==> config.mk <==
export PLATFORM = sky130hd
export DESIGN_NAME = sfpi_top
export DESIGN_NICKNAME = d
export VERILOG_FILES = /design/src/inc/sfpi_pkg.sv /design/src/design/sfpi_top.sv
export VERILOG_INCLUDE_DIRS = /design/src /design/src/inc
export SDC_FILE = /design/constraint.sdc
export NUM_CORES = 1
export LEC_CHECK = 0
export BUFFER_PORTS_ARGS = -buffer_cell sky130_fd_sc_hd__buf_4
export CORE_MARGIN = 3
export CORE_UTILIZATION = 48
export CTS_CLUSTER_SIZE = 40
export DETAILED_ROUTE_END_ITERATION = 10
export PLACE_DENSITY = 0.76
export SYNTH_ARGS = -nofsm -noshare
export SYNTH_HDL_FRONTEND = slang
export SYNTH_SLANG_ARGS = --single-unit
==> constraint.sdc <==
create_clock -name clk_sys -period 1.01 [get_ports clk_sys]
set_input_delay 0.101 -clock clk_sys [delete_from_list [all_inputs] [get_ports clk_sys]]
set_output_delay 0.101 -clock clk_sys [all_outputs]
set_load 0.005 [all_outputs]
==> src/inc/sfpi_consts.svh <==
// Constants for the serial flash pin interface
`ifndef SFPI_CONSTS_SVH
`define SFPI_CONSTS_SVH

`define SFPI_SYNC_STAGES 2
`define SFPI_PIN_COUNT   6
`define SFPI_PIN_RST     6'h1F
`define SFPI_OE_OFF      4'hF
`define SFPI_MASK_SINGLE 4'h2
`define SFPI_MASK_DUAL   4'h3
`define SFPI_MASK_QUAD   4'hF
`define SFPI_NIBBLE_RST  4'h0

`endif

==> src/inc/sfpi_pkg.sv <==
// Types for the serial flash pin interface
package sfpi_pkg;

    typedef enum logic [1:0] {
        LANE_SINGLE,
        LANE_DUAL,
        LANE_QUAD
    } sfpi_lane_t;

    typedef enum logic [1:0] {
        ST_UNARMED,
        ST_DESEL,
        ST_ACTIVE,
        ST_HOLD
    } sfpi_state_t;

    typedef struct packed {
        logic       cs_n;
        logic       sclk;
        logic [3:0] dl;
    } sfpi_pins_t;

endpackage : sfpi_pkg

==> src/design/sfpi_top.sv <==
// Pin-level logic of the serial flash: select, power mode, hold, lanes, write protect
`timescale 1ns/10ps
`include "sfpi_consts.svh"

module sfpi_top (
    input  wire logic                clk_sys,
    input  wire logic                nrst,
    input  wire logic                cs_n,
    input  wire logic                sclk,
    input  wire logic                data_line_0_i,
    output logic                     data_line_0_o,
    output logic                     data_line_0_oe_n,
    input  wire logic                data_line_1_i,
    output logic                     data_line_1_o,
    output logic                     data_line_1_oe_n,
    input  wire logic                data_line_2_i,
    output logic                     data_line_2_o,
    output logic                     data_line_2_oe_n,
    input  wire logic                data_line_3_i,
    output logic                     data_line_3_o,
    output logic                     data_line_3_oe_n,
    input  wire sfpi_pkg::sfpi_lane_t lane_mode,
    input  wire logic [3:0]          tx_data,
    input  wire logic                tx_enable,
    input  wire logic                busy_internal,
    input  wire logic                quad_io_enable,
    input  wire logic                status_lock_upper_bit,
    input  wire logic                status_lock_lower_bit,
    output logic [3:0]               rx_data,
    output logic                     rx_valid,
    output logic                     frame_start,
    output logic                     selected,
    output logic                     standby,
    output logic                     hold_active,
    output logic                     quad_denied,
    output logic                     status_write_block,
    output logic                     area_protect_block
);

    // ----------------------------------------
    // Reset release and pin synchronisers
    // ----------------------------------------
    logic [1:0]                         rst_sync_q;
    logic                               rst_n;
    sfpi_pkg::sfpi_pins_t               pins_raw;
    logic [`SFPI_PIN_COUNT-1:0]         sync1_q;
    logic [`SFPI_PIN_COUNT-1:0]         sync2_q;
    sfpi_pkg::sfpi_pins_t               pins;

    always_ff @(posedge clk_sys or negedge nrst) begin
        if (!nrst) begin
            rst_sync_q <= 2'h0;
        end else begin
            rst_sync_q <= {rst_sync_q[0], 1'b1};
        end
    end
    assign rst_n = rst_sync_q[1];

    assign pins_raw = {cs_n, sclk, data_line_3_i, data_line_2_i, data_line_1_i, data_line_0_i};

    // Chip select resets low: only a real high seen after reset can arm the part
    localparam logic [`SFPI_PIN_COUNT-1:0] PIN_RST = `SFPI_PIN_RST;
    genvar gi;
    generate
        for (gi = 0; gi < `SFPI_PIN_COUNT; gi++) begin : g_sync
            always_ff @(posedge clk_sys or negedge rst_n) begin
                if (!rst_n) begin
                    sync1_q[gi] <= PIN_RST[gi];
                    sync2_q[gi] <= PIN_RST[gi];
                end else begin
                    sync1_q[gi] <= pins_raw[gi];
                    sync2_q[gi] <= sync1_q[gi];
                end
            end
        end
    endgenerate
    assign pins = sfpi_pkg::sfpi_pins_t'(sync2_q);

    // ----------------------------------------
    // Clock edge detection and lane choice
    // ----------------------------------------
    logic                 sclk_prev_q;
    logic                 sclk_prev_d;
    logic                 sclk_rise;
    logic                 sclk_fall;
    logic                 hold_en;
    logic                 wp_en;
    sfpi_pkg::sfpi_lane_t eff_lane;

    assign sclk_prev_d = pins.sclk;
    assign sclk_rise   = pins.sclk & ~sclk_prev_q;
    assign sclk_fall   = ~pins.sclk & sclk_prev_q;
    assign hold_en     = ~quad_io_enable;
    assign wp_en       = ~quad_io_enable;
    // Quad request without quad enable falls back to one lane
    assign eff_lane    = (lane_mode == sfpi_pkg::LANE_QUAD && !quad_io_enable) ?
                         sfpi_pkg::LANE_SINGLE : lane_mode;

    // ----------------------------------------
    // Select, power and hold state
    // ----------------------------------------
    sfpi_pkg::sfpi_state_t st_q;
    sfpi_pkg::sfpi_state_t st_d;

    always_comb begin
        st_d = st_q;
        case (st_q)
            sfpi_pkg::ST_UNARMED: begin
                if (pins.cs_n) st_d = sfpi_pkg::ST_DESEL;
            end
            sfpi_pkg::ST_DESEL: begin
                if (!pins.cs_n) st_d = sfpi_pkg::ST_ACTIVE;
            end
            sfpi_pkg::ST_ACTIVE: begin
                if (pins.cs_n) begin
                    st_d = sfpi_pkg::ST_DESEL;
                end else if (hold_en && !pins.dl[3] && !pins.sclk) begin
                    st_d = sfpi_pkg::ST_HOLD;
                end
            end
            sfpi_pkg::ST_HOLD: begin
                if (pins.cs_n) begin
                    st_d = sfpi_pkg::ST_DESEL;
                end else if (!hold_en || (pins.dl[3] && !pins.sclk)) begin
                    // Quad enable drops a pending hold at once, whatever the clock
                    st_d = sfpi_pkg::ST_ACTIVE;
                end
            end
            default: st_d = sfpi_pkg::ST_UNARMED;
        endcase
    end

    always_ff @(posedge clk_sys or negedge rst_n) begin
        if (!rst_n) begin
            st_q        <= sfpi_pkg::ST_UNARMED;
            sclk_prev_q <= 1'b1;
        end else begin
            st_q        <= st_d;
            sclk_prev_q <= sclk_prev_d;
        end
    end

    // Internal write keeps running through deselect and hold
    assign selected    = (st_q == sfpi_pkg::ST_ACTIVE) || (st_q == sfpi_pkg::ST_HOLD);
    assign standby     = !selected && !busy_internal;
    assign hold_active = (st_q == sfpi_pkg::ST_HOLD);

    // ----------------------------------------
    // Receive, transmit and protection
    // ----------------------------------------
    logic [3:0] rx_data_q, rx_data_d;
    logic       rx_valid_q, rx_valid_d;
    logic       frame_q, frame_d;
    logic [3:0] out_q, out_d;
    logic [3:0] oe_n_q, oe_n_d;
    logic [3:0] lane_mask;
    logic       qden_q, qden_d;
    logic       swb_q, swb_d;
    logic       apb_q, apb_d;

    always_comb begin
        case (eff_lane)
            sfpi_pkg::LANE_DUAL: lane_mask = `SFPI_MASK_DUAL;
            sfpi_pkg::LANE_QUAD: lane_mask = `SFPI_MASK_QUAD;
            default:             lane_mask = `SFPI_MASK_SINGLE;
        endcase
    end

    always_comb begin
        rx_data_d  = rx_data_q;
        rx_valid_d = 1'b0;
        out_d      = out_q;
        oe_n_d     = oe_n_q;
        frame_d    = (st_q == sfpi_pkg::ST_DESEL) && (st_d == sfpi_pkg::ST_ACTIVE);
        // Edges only count while active, so hold freezes the transfer
        if (st_q == sfpi_pkg::ST_ACTIVE && st_d == sfpi_pkg::ST_ACTIVE && sclk_rise) begin
            rx_valid_d = 1'b1;
            case (eff_lane)
                sfpi_pkg::LANE_DUAL: rx_data_d = {2'h0, pins.dl[1:0]};
                sfpi_pkg::LANE_QUAD: rx_data_d = pins.dl;
                default:             rx_data_d = {3'h0, pins.dl[0]};
            endcase
        end
        if (st_d != sfpi_pkg::ST_ACTIVE) begin
            oe_n_d = `SFPI_OE_OFF;
        end else if (sclk_fall) begin
            // Mode 3 opens on a falling edge; core leaves tx off then
            oe_n_d = tx_enable ? ~lane_mask : `SFPI_OE_OFF;
            case (eff_lane)
                sfpi_pkg::LANE_DUAL: out_d = {2'h0, tx_data[1:0]};
                sfpi_pkg::LANE_QUAD: out_d = tx_data;
                default:             out_d = {2'h0, tx_data[0], 1'b0};
            endcase
        end
        qden_d = (lane_mode == sfpi_pkg::LANE_QUAD) && !quad_io_enable;
        swb_d  = wp_en && !pins.dl[2] && !status_lock_upper_bit && status_lock_lower_bit;
        apb_d  = swb_d;
    end

    always_ff @(posedge clk_sys or negedge rst_n) begin
        if (!rst_n) begin
            rx_data_q  <= `SFPI_NIBBLE_RST;
            rx_valid_q <= 1'b0;
            frame_q    <= 1'b0;
            out_q      <= `SFPI_NIBBLE_RST;
            oe_n_q     <= `SFPI_OE_OFF;
            qden_q     <= 1'b0;
            swb_q      <= 1'b0;
            apb_q      <= 1'b0;
        end else begin
            rx_data_q  <= rx_data_d;
            rx_valid_q <= rx_valid_d;
            frame_q    <= frame_d;
            out_q      <= out_d;
            oe_n_q     <= oe_n_d;
            qden_q     <= qden_d;
            swb_q      <= swb_d;
            apb_q      <= apb_d;
        end
    end

    assign rx_data            = rx_data_q;
    assign rx_valid           = rx_valid_q;
    assign frame_start        = frame_q;
    assign quad_denied        = qden_q;
    assign status_write_block = swb_q;
    assign area_protect_block = apb_q;
    assign data_line_0_o      = out_q[0];
    assign data_line_1_o      = out_q[1];
    assign data_line_2_o      = out_q[2];
    assign data_line_3_o      = out_q[3];
    assign data_line_0_oe_n   = oe_n_q[0];
    assign data_line_1_oe_n   = oe_n_q[1];
    assign data_line_2_oe_n   = oe_n_q[2];
    assign data_line_3_oe_n   = oe_n_q[3];
endmodule : sfpi_top

==> flow_summary.yaml <==
global_route:
  grt_pass1_vias: 1058
  grt_use_total_pct: 21.5
  top_usage_layer: "met2"
  use_met1_pct: 23.7
  gr-total-overflow: 0
  antenna_found_initial: 0
  gr-usage-met2_pct: 38.5
  grt_pass1_wl_um: 4980
  met3_usage_pct: 7.48
  grt_max_degree: 18
yosys:
  synth_cells: 86
  synth.yosys.seq_area_share_pct: 69.4
  syn-cell-area_um2: 1180
  syn_area_per_cell_um2: 13.7
  yosys.area.top_type: "dfrtp_1"
  ys_ff_latch: 32
  synth_top_flop_cell: "dfrtp_1"
  synth_top_area_share_pct: 38.2
  synth.distinct_cells: 30
  async_flop_share_pct: 100
  syn_nets: 105
  synth_warnings: 0
  synth_area_leaders: "dfrtp_1, dfstp_2, inv_1"
  synth_edf_count: 0
die:
  initial_core_util_pct: 51.8
  core_area_um2: 2280
  die-area_um2: 3090
  core.rowCount: 17
  die_h_um: 55.6
  ios: 39
  die_x_um: 55.6
outcome:
  violations: "setup timing"
  status: "finished, violations left"
timing:
  fin_crit_sh_pct: 145
  layout_min_cycle_time_ns: 1.47
  fin_ws_ns: -0.456
  drv_slew: 0
  setup_viol: 21
  finClkSkew_ns: 0.0136
  max_freq_ghz: 0.682
  rsz0062_at_grt: "true"
  finalSetupTns_ns: -4.86
  hold_viol: 0
setup_path:
  critPathCaptureType: "flip-flop"
  rrSetupSlack_ns: -0.46
  critPathTopFamily: "flip-flops"
  cp_num_buf_inv: 1
  slowest_delay_ns: 0.45
  cp.depth: 5
  path_cells: "buf_6 -> nand2b_4 -> a41oi_4 -> and2_4 -> mux2_4"
  start_kind: "flip-flop"
  crit_type: "flip-flop to flip-flop"
  critPathRequiredTime_ns: 1.23
  critPathMaxFanout: 5
  critPathSlowestCell: "dfrtp_2"
  crit_start: "st_q[0]"
  reg2reg_depth: 5
  arrival_ns: 1.69
  r2r-end: "out_q[0]"
  r2r-start: "st_q[0]"
  worstSetupEndpoint: "out_q[0]"
pwr:
  max-vdd-ir-drop_mv: 1.24
  p_leak_nw: 0.972
  seqPwrFrac_pct: 49.0
  switching_share_pct: 23.5
  p_clk_share_pct: 32.1
  totalPowerFinal_mw: 2.96
  combPwrFrac_pct: 18.9
  p_per_area_nw_per_um2: 1470
  power.internal_mw: 2.26
  p_switching_mw: 0.695
placed_design:
  placed_cells: 164
  port_buffers: 38
  dp_hpwl_um: 1840
  place.gp.congestion: 0.799
  pre_cts_ws_ns: -0.461
layout:
  mostFrequentLayoutCells: "buf_4, dfrtp_1, buf_6"
  multi_input_area_um2: 379
  insertedDiodeCount: 0
  drive_gt1_share_pct: 67.3
  nets: 186
  synthToLayoutAreaGrowth_pct: 70.9
  final_common_cell: "buf_4"
  layoutNonFillerInstCount: 196
  fin_util_pct: 88.5
  num-fill-cells: 106
  seq_area_um2: 820
drt:
  drc: 0
  viasPerCell: 4.95
  antenna_left: 0
  wl_per_cell_um: 16.7
  drt_iter0_markers: 41
  via_count: 971
  drt_pass1_iterations: 4
  totalWireLength_um: 3280
clocking:
  cts_buffer_depth: 2
  clk_pin_slew_ns: 0.11
  clkLatencyLatePin_ns: 0.34
  htree_num_levels: 2
  cts_buffers: 5
  cts-root-buf: "clkbuf_4"
  tritoncts: "yes"
  cts_sinks: 32
job:
  cap_violations: 0
worst_hold_path:
  min_from: "quad_io_enable"
  hold_class: "input pin to flip-flop"
==> worst min-delay path by stage <==
stage,depth (start not counted),end
after global routing,2,area_protect_block
after detailed placement,1,rst_sync_q[1]
after floorplan,0,rst_sync_q[0]
final,3,quad_denied
after CTS,3,quad_denied
after global placement,1,rst_sync_q[0]
==> worst register-to-register path: cells and delay by family, from the launching register on <==
kind	cells	cell delay (ns)
AND/OR/NAND/NOR	2	0.27
flip-flops	1	0.45
multiplexers	1	0.30
AO/OA/AOI/OAI	1	0.23
buffers and inverters	1	0.12
==> power by group through the flow <==
stage	logic [mW]	clock network [mW]	registers (mW)
after global routing	0.598	1.04	1.46
after global placement	0.369	0	1.46
after floorplan	0.122	0	1.48
after CTS	0.460	0.974	1.44
after detailed placement	0.383	0	1.47
final	0.558	0.950	1.45
==> sequential cells by signal (all words and copies together) (netlist names) <==
signal / cells
st_q: 2
oe_n_q: 3
rst_sync_q: 2
sync1_q: 6
rx_data: 4
pins: 5
out_q: 4
frame_start: 1
area_protect_block: 1
sclk_prev_q: 1
quad_denied: 1
rx_valid: 1
sclk_prev_d: 1
==> synthesized netlist by cell type (2+ instances only) <==
cell,instances
dfstp_2,14
mux2_1,2
nand2_1,7
mux2i_1,2
nand3_1,3
nand2b_1,2
o21ai_0,5
nor2b_1,2
nor2_1,2
inv_1,8
dfrtp_1,18
buf_4,2
mux2_4,2
==> kinds of logic after synthesis <==
family | count (synthesis) | synth area share, %
compound gates | 10 | 5.95
buf+inv | 13 | 5.52
simple gates | 24 | 12.6
flops | 32 | 69.4
other cells | 1 | 0.318
mux | 6 | 6.16
==> cell type report <==
cell class / instances / area share, %
flip-flops and latches: 32 / 40.7
repair buffers: 79 / 33.5
multi-input cells: 41 / 18.8
inverters: 8 / 1.49
clock inverters: 2 / 1.74
clock buffers: 6 / 2.05
well taps: 28 / 1.74
==> stage by stage <==
step / area [um^2] / hold WS, ns
floorplan: 1200 / -0.195
global placement: 1610 / -0.117
detailed placement: 1610 / -0.113
CTS: 1870 / 0.00724
global route: 2010 / 0.00653
finish: 2010 / 0.0177
==> per-layer routing <==
layer,part of all wire (%),up-vias
li1,-,447
met5,0,-
met2,55,36
met3,5.4,6
met1,37,482
met4,1.7,0
==> what timing repair did <==
action,4_1_cts,5_1_grt
resized for setup,14,22
buffers inserted,4,10
hold buffers,10,0
setup endpoints to repair,20,25
pin swaps,4,5
endpoints found under the hold margin,11,0
Power figures use the tool's default switching activity.
